### config.mk
export PLATFORM = sky130hd
export DESIGN_NAME = nsx_exec
export DESIGN_NICKNAME = d
export VERILOG_FILES = /design/src/hw/nsx_pkg.sv /design/src/hw/nsx_file_if.sv /design/src/hw/nsx_exec.sv /design/src/hw/nsx_file_mem.sv
export SDC_FILE = /design/constraint.sdc
export NUM_CORES = 1
export LEC_CHECK = 0
export BUFFER_PORTS_ARGS = -buffer_cell sky130_fd_sc_hd__buf_4
export CAP_MARGIN = 20
export CORE_ASPECT_RATIO = 0.5
export CORE_MARGIN = 1.5
export CORE_UTILIZATION = 44
export CTS_BUF_LIST = sky130_fd_sc_hd__clkbuf_4 sky130_fd_sc_hd__clkbuf_8
export CTS_CLUSTER_DIAMETER = 200
export DETAILED_ROUTE_END_ITERATION = 7
export PLACE_DENSITY = 0.66
export SKIP_CTS_REPAIR_TIMING = 1
export SYNTH_ARGS = -nofsm -noshare
export SYNTH_HDL_FRONTEND = slang
export SYNTH_HIERARCHICAL = 1
export SYNTH_SLANG_ARGS = --single-unit
### constraint.sdc
create_clock -name clk -period 26 [get_ports clk]
set_clock_uncertainty 0.05 [all_clocks]
set_input_delay 5.2 -clock clk [delete_from_list [all_inputs] [get_ports clk]]
set_output_delay 5.2 -clock clk [all_outputs]
set_load 0.03 [all_outputs]
### src/hw/nsx_pkg.sv
/*
 * Constants and types shared by the nibble swap / exclusive-OR / port
 * direction execution slice. Assumes an 8-bit accumulator core that decodes
 * instructions into one of the operation codes below.
 */
// How it works
// - Swap exchanges nibbles, status flags untouched
// - Swap destination bit picks working or file
// - Direction load copies working into port 6/7
// - Register xor updates only the zero flag
// - Register xor destination bit picks working or file
// - Literal xor combines 8-bit immediate with working
package nsx_pkg;

    // ****************************************
    // Widths and codes
    // ****************************************
    localparam int DataWidth = 8;
    localparam int AddrWidth = 5;
    localparam int NibbleLo = 0;
    localparam int NibbleHi = 4;
    localparam int NibbleWidth = 4;
    localparam logic [AddrWidth-1:0] PortSelA = 5'h06;
    localparam logic [AddrWidth-1:0] PortSelB = 5'h07;
    localparam logic DestWork = 1'h0;
    localparam logic DestFile = 1'h1;

    // ****************************************
    // Reset values
    // ****************************************
    localparam logic [DataWidth-1:0] WorkReset = 8'h00;
    localparam logic [DataWidth-1:0] DirReset = 8'hFF;
    localparam logic ZeroReset = 1'h0;
    localparam logic [DataWidth-1:0] FileReset = 8'h00;

    typedef enum logic [2:0] {
        OpNone,
        OpNibbleSwap,
        OpPortDirectionLoad,
        OpLiteralXor,
        OpRegisterXor
    } nsx_op_type;

endpackage

### src/hw/nsx_file_if.sv
/*
 * Interface between the execution slice and its file register store.
 * Assumes one clock; write lands on the next edge, read data is registered.
 */
`timescale 1ns/1ps
`default_nettype none
interface nsx_file_if;
    logic [nsx_pkg::AddrWidth-1:0] rdAddr;
    logic [nsx_pkg::DataWidth-1:0] rdData;
    logic wrEn;
    logic [nsx_pkg::AddrWidth-1:0] wrAddr;
    logic [nsx_pkg::DataWidth-1:0] wrData;

    modport core (output rdAddr, input rdData, output wrEn, output wrAddr, output wrData);
    modport mem (input rdAddr, output rdData, input wrEn, input wrAddr, input wrData);
endinterface
`default_nettype wire

### src/hw/nsx_exec.sv
/*
 * Execution slice: nibble swap, register and literal exclusive-OR and port
 * direction load. Assumes the decoder holds opValid high for one cycle per
 * instruction and waits for done before issuing the next one.
 */
`timescale 1ns/1ps
`default_nettype none
module nsx_exec (
    input wire logic clk, // Core clock, 250 MHz
    input wire logic arst_n, // Asynchronous reset, active low
    input wire logic opValid, // Instruction issue strobe
    input wire nsx_pkg::nsx_op_type opCode, // Decoded operation
    input wire logic [nsx_pkg::AddrWidth-1:0] opFile, // File address or port select
    input wire logic opDest, // Destination bit
    input wire logic [nsx_pkg::DataWidth-1:0] opLiteral, // Immediate value
    output logic busy, // Instruction in flight
    output logic done, // One-cycle completion pulse
    output logic [nsx_pkg::DataWidth-1:0] workReg, // Working register
    output logic zeroFlag, // Zero flag
    output logic [nsx_pkg::DataWidth-1:0] portDirA, // Direction of port 6
    output logic [nsx_pkg::DataWidth-1:0] portDirB, // Direction of port 7
    output logic fileWrEn, // File write pulse, mirrors store write
    output logic [nsx_pkg::AddrWidth-1:0] fileWrAddr, // File write address
    output logic [nsx_pkg::DataWidth-1:0] fileWrData // File write data
);
    // ****************************************
    // Reset release
    // ****************************************
    logic rstMeta_q;
    logic rst_n_q;

    // Synchronised release, so every flop leaves reset on the same edge
    always_ff @(posedge clk or negedge arst_n) begin
        if (!arst_n) begin
            rstMeta_q <= 1'h0;
            rst_n_q <= 1'h0;
        end else begin
            rstMeta_q <= 1'h1;
            rst_n_q <= rstMeta_q;
        end
    end

    // ****************************************
    // File store
    // ****************************************
    // Store has its own reset so that file operands start known
    nsx_file_if fileBus ();

    nsx_file_mem fileMem (
        .clk(clk),
        .rst_n(rst_n_q),
        .port(fileBus)
    );

    // ****************************************
    // Operand fetch
    // ****************************************
    // Three states give a fixed answer time; instructions never overlap
    typedef enum logic [1:0] {
        StIdle,
        StFetch,
        StExec
    } nsx_state_type;

    nsx_state_type state_q;
    nsx_pkg::nsx_op_type op_q;
    logic [nsx_pkg::AddrWidth-1:0] file_q;
    logic dest_q;
    logic [nsx_pkg::DataWidth-1:0] lit_q;

    // File operands need one cycle for the registered read
    always_ff @(posedge clk or negedge rst_n_q) begin
        if (!rst_n_q) begin
            state_q <= StIdle;
            op_q <= nsx_pkg::OpNone;
            file_q <= 5'h00;
            dest_q <= 1'h0;
            lit_q <= 8'h00;
        end else begin
            case (state_q)
                StIdle: begin
                    if (opValid) begin
                        op_q <= opCode;
                        file_q <= opFile;
                        dest_q <= opDest;
                        lit_q <= opLiteral;
                        state_q <= StFetch;
                    end
                end
                StFetch: begin
                    state_q <= StExec;
                end
                StExec: begin
                    state_q <= StIdle;
                end
                default: begin
                    state_q <= StIdle;
                end
            endcase
        end
    end

    // Address stays put through fetch and execute, so the read is stable
    assign fileBus.rdAddr = file_q;

    // ****************************************
    // Result
    // ****************************************
    logic [nsx_pkg::DataWidth-1:0] swapRes;
    logic [nsx_pkg::DataWidth-1:0] regXorRes;
    logic [nsx_pkg::DataWidth-1:0] litXorRes;
    logic execNow;

    // Swap and register xor results use the registered read, valid only in the execute cycle
    assign execNow = (state_q == StExec);
    assign swapRes = {fileBus.rdData[nsx_pkg::NibbleLo +: nsx_pkg::NibbleWidth],
                      fileBus.rdData[nsx_pkg::NibbleHi +: nsx_pkg::NibbleWidth]};
    assign regXorRes = workReg ^ fileBus.rdData;
    assign litXorRes = workReg ^ lit_q;

    logic fileWrite;
    logic [nsx_pkg::DataWidth-1:0] fileWrVal;

    // Only file destinations write the store; literal xor never does
    always_comb begin
        fileWrite = 1'h0;
        fileWrVal = swapRes;
        if (execNow && dest_q == nsx_pkg::DestFile) begin
            if (op_q == nsx_pkg::OpNibbleSwap) begin
                fileWrite = 1'h1;
            end else if (op_q == nsx_pkg::OpRegisterXor) begin
                fileWrite = 1'h1;
                fileWrVal = regXorRes;
            end
        end
    end

    assign fileBus.wrEn = fileWrite;
    assign fileBus.wrAddr = file_q;
    assign fileBus.wrData = fileWrVal;

    // ****************************************
    // Working register and zero flag
    // ****************************************
    // Literal xor ignores the destination bit and always lands here
    always_ff @(posedge clk or negedge rst_n_q) begin
        if (!rst_n_q) begin
            workReg <= nsx_pkg::WorkReset;
        end else if (execNow) begin
            case (op_q)
                nsx_pkg::OpNibbleSwap: begin
                    if (dest_q == nsx_pkg::DestWork) begin
                        workReg <= swapRes;
                    end
                end
                nsx_pkg::OpRegisterXor: begin
                    if (dest_q == nsx_pkg::DestWork) begin
                        workReg <= regXorRes;
                    end
                end
                nsx_pkg::OpLiteralXor: begin
                    workReg <= litXorRes;
                end
                default: begin
                end
            endcase
        end
    end

    // Swap and direction load leave the flag alone
    always_ff @(posedge clk or negedge rst_n_q) begin
        if (!rst_n_q) begin
            zeroFlag <= nsx_pkg::ZeroReset;
        end else if (execNow) begin
            if (op_q == nsx_pkg::OpRegisterXor) begin
                zeroFlag <= (regXorRes == 8'h00);
            end else if (op_q == nsx_pkg::OpLiteralXor) begin
                zeroFlag <= (litXorRes == 8'h00);
            end
        end
    end

    // ****************************************
    // Port direction registers
    // ****************************************
    // Reset leaves every pin an input, so nothing drives before software decides
    // Any other select is ignored rather than trapped
    always_ff @(posedge clk or negedge rst_n_q) begin
        if (!rst_n_q) begin
            portDirA <= nsx_pkg::DirReset;
            portDirB <= nsx_pkg::DirReset;
        end else if (execNow && op_q == nsx_pkg::OpPortDirectionLoad) begin
            if (file_q == nsx_pkg::PortSelA) begin
                portDirA <= workReg;
            end
            if (file_q == nsx_pkg::PortSelB) begin
                portDirB <= workReg;
            end
        end
    end

    // ****************************************
    // Handshake and write mirror
    // ****************************************
    // The mirror trails the store write by a cycle so that it leaves a flop
    always_ff @(posedge clk or negedge rst_n_q) begin
        if (!rst_n_q) begin
            busy <= 1'h0;
            done <= 1'h0;
            fileWrEn <= 1'h0;
            fileWrAddr <= 5'h00;
            fileWrData <= 8'h00;
        end else begin
            busy <= (state_q == StIdle) ? opValid : !execNow;
            done <= execNow;
            fileWrEn <= fileWrite;
            fileWrAddr <= file_q;
            fileWrData <= fileWrVal;
        end
    end
endmodule
`default_nettype wire

### src/hw/nsx_file_mem.sv
/*
 * File register store of 32 bytes. Read data comes from a register one cycle
 * after the address. Assumes the reset has already been synchronised.
 */
`timescale 1ns/1ps
`default_nettype none
module nsx_file_mem (
    input wire logic clk, // Core clock
    input wire logic rst_n, // Synchronised reset, active low
    nsx_file_if.mem port // Read and write port
);
    localparam int Depth = 1 << nsx_pkg::AddrWidth;
    localparam int Aw = nsx_pkg::AddrWidth;

    logic [Depth-1:0][nsx_pkg::DataWidth-1:0] mem;

    // Contents clear on reset: this slice has no plain store instruction,
    // so a known start is the only way a program can seed file registers
    for (genvar i = 0; i < Depth; i++) begin : g_word
        always_ff @(posedge clk or negedge rst_n) begin
            if (!rst_n) begin
                mem[i] <= nsx_pkg::FileReset;
            end else if (port.wrEn && port.wrAddr == Aw'(i)) begin
                mem[i] <= port.wrData;
            end
        end
    end

    always_ff @(posedge clk or negedge rst_n) begin
        if (!rst_n) begin
            port.rdData <= 8'h00;
        end else begin
            port.rdData <= mem[port.rdAddr];
        end
    end
endmodule
`default_nettype wire

==> results of run 1 <==
-- path summary, 6_finish.rpt --
check,start,slack [ns],end,cells past startpoint
min in group clk,rstMeta_q,0.30,rst_n_q,0
hold / removal,rst_n_q,0.27,fileMem/mem[101],0
setup reg to reg,fileBus.rdAddr[1],22.40,fileMem/mem[25],4
setup / recovery,workReg[7],19.44,workReg[7],1
max in group asynchronous,arst_n,21.44,rst_n_q,1
hold reg to reg,rst_n_q,0.27,fileMem/mem[101],0
-- per-layer routing --
| metal | routed length [um] | part of all wire | vias up | global-route usage |
|---|---|---|---|---|
| met5 | 0 | 0 | - | 0 |
| met4 | 565 | 0.017 | 0 | 0.0492 |
| met3 | 1320 | 0.040 | 53 | 0.0327 |
| met2 | 15800 | 0.48 | 183 | 0.312 |
| met1 | 15100 | 0.46 | 4450 | 0.281 |
| li1 | - | - | 3590 | - |
-- stage by stage --
stage	hold slack (ns)	power, W	util
2_1_floorplan	0.281	0.000674	-
3_3_place_gp	0.260	0.000719	0.472
3_5_place_dp	0.284	0.000721	0.472
4_1_cts	0.290	0.00117	0.505
5_1_grt	0.309	0.00121	0.506
6_report	0.265	0.00116	0.506
-- power breakdown --
part           leakage (nW)  internal [W]  switching, W
clock network         0.574      0.000257      0.000192
logic                  2.82     0.0000644     0.0000918
registers              4.43      0.000523     0.0000314
total                  7.83      0.000845      0.000315
-- area by class of cell --
cell class / instances / area [um2]
clock buffers: 82 / 1030
flip-flops and latches: 326 / 8190
repair buffers: 82 / 636
clock inverters: 4 / 45.0
inverters: 2 / 7.51
well taps: 441 / 552
fillers: 2725 / 16300
multi-input cells: 529 / 6200
-- cell usage after synthesis (7+ instances only) --
cell / instances / area share
dfrtp_1: 310 / 0.53
mux2_2: 264 / 0.20
mux4_2: 80 / 0.12
clkbuf_1: 42 / 0.011
mux2_1: 24 / 0.018
nor2_1: 22 / 0.0056
nand2_1: 18 / 0.0046
xnor2_1: 17 / 0.010
dfstp_2: 16 / 0.029
buf_6: 10 / 0.0077
nor2b_1: 9 / 0.0038
a21oi_1: 8 / 0.0027
a22o_1: 8 / 0.0048
a22oi_1: 8 / 0.0041
nand3_1: 8 / 0.0027
o22a_1: 8 / 0.0048
o2bb2ai_1: 8 / 0.0048
mux2_4: 7 / 0.0072
-- cell families after synthesis --
logic type / count (synthesis) / share of synthesized area
mux: 375 / 0.351
xor+xnor: 17 / 0.0101
buf+inv: 67 / 0.0233
compound gates: 45 / 0.0246
simple gates: 91 / 0.0342
flops: 326 / 0.557
other cells: 1 / 0.000255
-- placed cells by master, fill, tap and decap left out, drive strengths merged, types with 6 or more instances in the layout --
master,synthesis,routed
a21oi,8,8
a22o,8,8
a22oi,8,8
buf,23,82
clkbuf,42,82
dfrtp,310,310
dfstp,16,16
mux2,295,295
mux4,80,80
nand2,18,18
nand3,8,8
nand4,6,6
nor2,23,23
nor2b,9,9
nor3,7,7
o22a,8,8
o2bb2ai,8,8
xnor2,17,17
-- registers in the layout, indices dropped and copies added, names as in the netlist, 2 cells and up --
| signal | cells |
|---|---|
| fileMem/port.rdData | 8 |
| fileWrAddr | 5 |
| op_q | 3 |
| workReg | 8 |
| fileBus.rdAddr | 5 |
| lit_q | 8 |
| state_q | 2 |
| fileMem/mem | 256 |
| portDirA | 8 |
| portDirB | 8 |
| fileWrData | 8 |
==> flow_summary.yaml, run 1 <==
timing:
  fin_setup_tns_ns: 0
  hold_viol_final: 0
  fin_crit_ns: 6.56
  tightest_slew_ns: 1.02
  fmax_mhz: 153
  setup_slack_ns: 19.44
  finalCritPeriodShare: 0.252
  setup-violations-final: 0
  rsz0062_at_grt: "false"
  finalMaxSlewViolations: 0
  slew-limit-headroom: 0.321
die:
  core_um2: 32900
  num_rows: 47
  start_util: 0.446
  die_area_um2: 34500
  die_h_um: 132
  die_width_um: 261
  ioPinCount: 61
placement:
  dp_cells: 1379
  hpwl_mm: 20.8
  port_buffers: 60
  pre_cts_slack_ns: 19.72
  placed_area_um2: 15600
  globalplace.congestion: 0.845
pwr:
  ir_drop_uv: 36.4
  pwr_density_cell_nw_per_um2: 69.6
  power.leakage_nw: 7.83
final_layout:
  layout.cells.non_filler: 1466
  final_cell_area_um2: 16700
  drive_above_1_share: 0.540
  fin_nets: 1008
  n_antenna_cell: 0
  area_delta_synth_final_pct: 13.4
synthesis:
  synth_cell_types: 41
  syn_area_um2: 14700
  ys_ff_latch: 326
  avgSynthCellArea_um2: 15.9
  synth.yosys.warnings: 6
  synthCells: 922
  synth-async-reset-ratio: 1.00
  syn_nets: 942
  synth_ff_type: "dfrtp_1"
  synth_edf_count: 0
  yosysSeqAreaShare: 0.557
grt:
  grt_antenna_before_repair: 0
  gr-total-overflow: 0
  grt_usage: 0.196
  grt_pass1_wl_mm: 52.1
  first_global_vias: 8715
  grt_max_degree: 83
detailed_routing:
  dr_total_vias: 8276
  totalWireLength_mm: 32.8
  ant_nets: 0
  viasPerCell: 5.65
  drc: 0
  wl_per_cell_um: 22.3
  first_iter_violations: 553
  first_pass_iters: 4
cts:
  clk_latency_ns: 0.58
  cts_buffers: 47
  clock-sinks: 326
  htreeDepth: 2
  clock_path_buffers: 3
  root_buffer: "clkbuf_8"
  cts.reportedPaths.clkPinSlew_ns: 0.06
  cts_tree: "done"
outcome:
  status: "finished clean"
setup_path:
  cp.required_ns: 20.75
  critical_path_buf_inv_count: 1
  path_cells: "buf_4"
  startpoint_type: "flip-flop"
  cp_top_family: "flip-flops"
  crit_path_max_fanout: 7
  slowest_stage: "dfrtp_1"
  critPathMaxStageDelay_ns: 0.52
  path_class: "reg2out"
  arrival_ns: 1.31
  cp-end-kind: "primary output"
worst_hold_path:
  hp-class: "reg2async"
run:
  maxCapViolCount: 0
(Power assumes the default switching activity.)
==> inputs of run 2 (changes only) <==
--- a/config.mk
+++ b/config.mk
@@ -13,7 +13,7 @@
 export CTS_BUF_LIST = sky130_fd_sc_hd__clkbuf_4 sky130_fd_sc_hd__clkbuf_8
 export CTS_CLUSTER_DIAMETER = 200
 export DETAILED_ROUTE_END_ITERATION = 7
-export PLACE_DENSITY = 0.66
+export PLACE_DENSITY = 0.68
 export SKIP_CTS_REPAIR_TIMING = 1
 export SYNTH_ARGS = -nofsm -noshare
 export SYNTH_HDL_FRONTEND = slang
==> constraint.sdc (replaced) <==
create_clock -name clk -period 5.95 [get_ports clk]
set_clock_uncertainty 0.05 [all_clocks]
set_input_delay 1.19 -clock clk [delete_from_list [all_inputs] [get_ports clk]]
set_output_delay 1.19 -clock clk [all_outputs]
set_load 0.03 [all_outputs]
==> flow_summary.yaml, run 2 (same netlist as run 1, synthesis figures left out) <==
cts:
  clk_latency_ns: 0.57
  clock_path_buffers: 3
  root_buffer: "clkbuf_8"
  htreeDepth: 2
  clock-sinks: 326
  cts_tree: "done"
  cts_buffers: 47
  cts.reportedPaths.clkPinSlew_ns: 0.07
grt:
  grt_usage: 0.195
  gr-total-overflow: 0
  grt_max_degree: 170
  grt_pass1_wl_mm: 51.6
  first_global_vias: 8808
  grt_antenna_before_repair: 0
run:
  maxCapViolCount: 0
setup_path:
  crit_path_max_fanout: 16
  r2r.worst_path.cells: 7
  rr_startpoint: "state_q[0]"
  r2r_slack_ns: 2.29
  startpoint_type: "flip-flop"
  slowest_stage: "nor2b_1"
  critPathMaxStageDelay_ns: 0.81
  reg2reg_to: "fileMem/mem[155]"
  path_class: "reg2reg"
  cp.required_ns: 6.36
  path_cells: "nor2b_1 -> nand2_1 -> nor3_1 -> clkbuf_4 -> nor4bb_1 -> nor2b_1 -> mux2_2"
  cp_common_cell: "nor2b_1"
  cp_top_family: "simple AND/OR/NAND/NOR gates"
  cp-end-kind: "flip-flop"
  critical_path_buf_inv_count: 1
  arrival_ns: 4.07
die:
  ioPinCount: 61
  die_width_um: 261
  num_rows: 47
  die_h_um: 132
  die_area_um2: 34500
  start_util: 0.446
  core_um2: 32900
timing:
  hold_viol_final: 0
  tightest_slew_ns: 1.04
  fin_setup_tns_ns: 0
  finalCritPeriodShare: 0.616
  setup-violations-final: 0
  slew-limit-headroom: 0.307
  timing.hold.ws_ns: 0.309
  finalMaxSlewViolations: 0
  rsz0062_at_grt: "false"
  fin_crit_ns: 3.66
  fmax_mhz: 273
final_layout:
  final_common_cell: "dfrtp_1"
  layout_common_cells: "dfrtp_1 (307), mux2_2 (264), mux4_2 (80), buf_4 (74), clkbuf_8 (64)"
  area_delta_synth_final_pct: 13.2
  n_antenna_cell: 0
  drive_above_1_share: 0.537
  largest_reg_flops: 256
  fin_nets: 1004
  top_register: "fileMem/mem"
detailed_routing:
  viasPerCell: 5.70
  dr_total_vias: 8324
  first_pass_iters: 5
  totalWireLength_mm: 32.6
  wl_per_cell_um: 22.3
  ant_nets: 0
  first_iter_violations: 685
  drc: 0
outcome:
  status: "finished clean"
pwr:
  p_seq_frac: 0.488
  p_comb_frac: 0.127
  p_int_w: 0.00367
  ir_drop_uv: 158
  clock_power_share: 0.385
  switching_share: 0.271
  p_switching_w: 0.00137
  power.leakage_nw: 7.80
  pwr_density_cell_nw_per_um2: 303
worst_hold_path:
  hp-class: "reg2reg"
  min-delay-start: "rstMeta_q"
  hold_end: "rst_n_q"
  whs_path_depth: 0
placement:
  globalplace.congestion: 0.870
  port_buffers: 60
  hpwl_mm: 21.2
==> run 2: cell types whose count changed in the layout (fill, tap and decap cells not counted), sizes merged <==
cell,previous run,this run
buf,82,77
inv,2,3
clkinv,3,1
clkinvlp,0,1
==> run 2: per-layer routing <==
| layer | vias up | share of wire | global-route usage |
|---|---|---|---|
| li1 | 3559 | - | - |
| met1 | 4499 | 0.45 | 0.272 |
| met2 | 208 | 0.48 | 0.311 |
| met3 | 58 | 0.046 | 0.0371 |
| met4 | 0 | 0.021 | 0.0549 |
| met5 | - | 0 | 0 |
==> run 2: how the worst max path moves through the flow <==
stage,slack [ns],endpoint,start,depth (start not counted)
after floorplan,0.58,busy,rst_n_q,0
after global placement,2.02,fileMem/mem[156],state_q[0],6
after detailed placement,1.88,fileMem/mem[155],state_q[0],6
after CTS,1.85,fileMem/mem[155],state_q[0],6
after global routing,2.03,fileMem/mem[152],state_q[0],7
final,2.29,fileMem/mem[155],state_q[0],7
==> run 2: final cells by class <==
class | count | area, um2
Fill cell | 2704 | 16300
Sequential cell | 326 | 8190
Multi-Input combinational cell | 529 | 6200
Clock buffer | 81 | 1010
Timing Repair Buffer | 78 | 623
Tap cell | 441 | 552
Clock inverter | 4 | 51.3
Inverter | 2 | 7.51
==> run 2: through the flow <==
| stage | utilization | std cells | total power [W] | cell area, um2 | setup slack [ns] |
|---|---|---|---|---|---|
| global route | 0.505 | 1461 | 0.00527 | 16600 | 2.03 |
| finish | 0.505 | 1461 | 0.00504 | 16600 | 2.29 |
| detailed placement | 0.473 | 1375 | 0.00314 | 15600 | 1.88 |
| floorplan | - | 922 | 0.00295 | 14700 | 0.584 |
| global placement | 0.473 | 1375 | 0.00313 | 15600 | 2.02 |
| CTS | 0.505 | 1460 | 0.00510 | 16600 | 1.85 |
==> run 2: power by group through the flow <==
stage	Combinational [W]	Clock, W	Sequential, W
2_1_floorplan	0.000467	0	0.00248
3_3_place_gp	0.000638	0	0.00249
3_5_place_dp	0.000645	0	0.00250
4_1_cts	0.000647	0.00200	0.00246
5_1_grt	0.000689	0.00210	0.00247
6_report	0.000642	0.00194	0.00246
==> inputs of run 3 (changes only) <==
--- a/config.mk
+++ b/config.mk
@@ -13,7 +13,7 @@
 export CTS_BUF_LIST = sky130_fd_sc_hd__clkbuf_4 sky130_fd_sc_hd__clkbuf_8
 export CTS_CLUSTER_DIAMETER = 200
 export DETAILED_ROUTE_END_ITERATION = 7
-export PLACE_DENSITY = 0.68
+export PLACE_DENSITY = 0.66
 export SKIP_CTS_REPAIR_TIMING = 1
 export SYNTH_ARGS = -nofsm -noshare
 export SYNTH_HDL_FRONTEND = slang
==> constraint.sdc (replaced) <==
create_clock -name clk -period 3.65 [get_ports clk]
set_clock_uncertainty 0.05 [all_clocks]
set_input_delay 0.73 -clock clk [delete_from_list [all_inputs] [get_ports clk]]
set_output_delay 0.73 -clock clk [all_outputs]
set_load 0.03 [all_outputs]
==> flow_summary.yaml, run 3 (same netlist as run 1, synthesis figures left out) <==
outcome:
  status: "finished clean"
timing:
  finalMaxSlewViolations: 0
  hold_viol_final: 0
  setup-violations-final: 0
  tightest_slew_ns: 1.03
  rsz0062_at_grt: "false"
  fin_setup_tns_ns: 0
  fmax_mhz: 350
  setup_slack_ns: 0.791
  slew-limit-headroom: 0.314
  fin_crit_ns: 2.86
  finalCritPeriodShare: 0.783
cts:
  root_buffer: "clkbuf_8"
  clock_path_buffers: 3
  clock-sinks: 326
  cts_buffers: 48
  clk_latency_ns: 0.59
  htreeDepth: 2
  cts_tree: "done"
  cts.reportedPaths.clkPinSlew_ns: 0.07
die:
  die_width_um: 261
  die_h_um: 132
  num_rows: 47
  die_area_um2: 34500
  start_util: 0.446
  core_um2: 32900
  ioPinCount: 61
setup_path:
  cp_common_cell: "mux4_2"
  critPathMaxStageDelay_ns: 0.80
  slowest_stage: "dfrtp_4"
  arrival_ns: 3.29
  path_class: "reg2reg"
  startpoint_type: "flip-flop"
  cp.required_ns: 4.08
  cp-end-kind: "flip-flop"
  r2r_slack_ns: 0.79
  path_cells: "buf_4 -> mux4_2 -> mux4_2 -> mux2_2"
  crit_path_max_fanout: 28
pwr:
  power.leakage_nw: 7.94
  pwr_density_cell_nw_per_um2: 482
  ir_drop_uv: 245
worst_hold_path:
  hp-class: "reg2async"
placement:
  globalplace.congestion: 0.823
  hpwl_mm: 22.7
  dp_cells: 1407
  pre_cts_slack_ns: 0.761
  port_buffers: 60
grt:
  grt_usage: 0.207
  first_global_vias: 9004
  grt_max_degree: 64
  gr-total-overflow: 0
  grt_pass1_wl_mm: 54.3
  grt_antenna_before_repair: 0
final_layout:
  fin_nets: 1037
  top_register: "fileMem/mem"
  largest_reg_flops: 256
  final_util: 0.512
  layout.cells.non_filler: 1486
  drive_above_1_share: 0.547
  n_antenna_cell: 0
  layout_common_cells: "dfrtp_1 (307), mux2_2 (264), buf_4 (101), mux4_2 (80), clkbuf_8 (65)"
  final_common_cell: "dfrtp_1"
  area_delta_synth_final_pct: 14.8
detailed_routing:
  totalWireLength_mm: 34.5
  wl_per_cell_um: 23.2
  viasPerCell: 5.74
  first_pass_iters: 4
  dr_total_vias: 8534
  ant_nets: 0
  drc: 0
  first_iter_violations: 677
run:
  maxCapViolCount: 0
==> run 3: changes by cell type in the layout (fill, tap and decap cells not counted) <==
cell | previous run | this run
clkinv_2 | 1 | 4
buf_12 | 3 | 8
buf_4 | 74 | 101
dlygate4sd3_1 | 0 | 1
inv_6 | 1 | 0
clkinvlp_4 | 1 | 2
clkbuf_8 | 64 | 65
clkbuf_4 | 18 | 7
bufinv_16 | 1 | 0
==> run 3: worst paths after layout <==
path                                   start                     end  cells after the start
min                                  rst_n_q  fileMem/port.rdData[5]                      0
max                        fileBus.rdAddr[1]  fileMem/port.rdData[1]                      4
min reg2reg                          rst_n_q  fileMem/port.rdData[5]                      0
min in group clk                   rstMeta_q                 rst_n_q                      0
max reg2reg                fileBus.rdAddr[1]  fileMem/port.rdData[1]                      4
max in group asynchronous            rst_n_q        fileMem/mem[204]                      2
==> run 3: report_power, final <==
part           switching [W]  total [W]  internal (W)
combinational       0.000617    0.00111      0.000493
clock                0.00137    0.00301       0.00164
sequential          0.000273    0.00400       0.00372
total                0.00226    0.00812       0.00586
==> run 3: cell type report <==
class                           instances  area (um2)
Fill cell                            2750       16100
Sequential cell                       326        8190
Inverter                                2        7.51
Clock inverter                          6        35.0
Timing Repair Buffer                  110         928
Clock buffer                           72         947
Tap cell                              441         552
Multi-Input combinational cell        529        6200
==> run 3: per-stage QoR <==
step           power, W  hold slack, ns  cell area [um2]
2_1_floorplan   0.00480           0.281            14700
3_3_place_gp    0.00517           0.282            15900
3_5_place_dp    0.00518           0.285            15900
4_1_cts         0.00822          -0.147            16800
5_1_grt         0.00847           0.293            16900
6_report        0.00812           0.269            16900
==> run 3: layer usage <==
| metal | vias to the layer above | global-route usage | share of wire |
|---|---|---|---|
| li1 | 3631 | - | - |
| met4 | 0 | 0.0559 | 0.020 |
| met5 | - | 0 | 0 |
| met3 | 50 | 0.0411 | 0.057 |
| met1 | 4612 | 0.296 | 0.45 |
| met2 | 241 | 0.325 | 0.48 |
==> run 3: worst max-delay path: cells and delay by family (launching register included) <==
family / cells / cell delay (ns)
DFF: 1 / 0.80
muxes: 3 / 1.40
buffers and inverters: 1 / 0.45
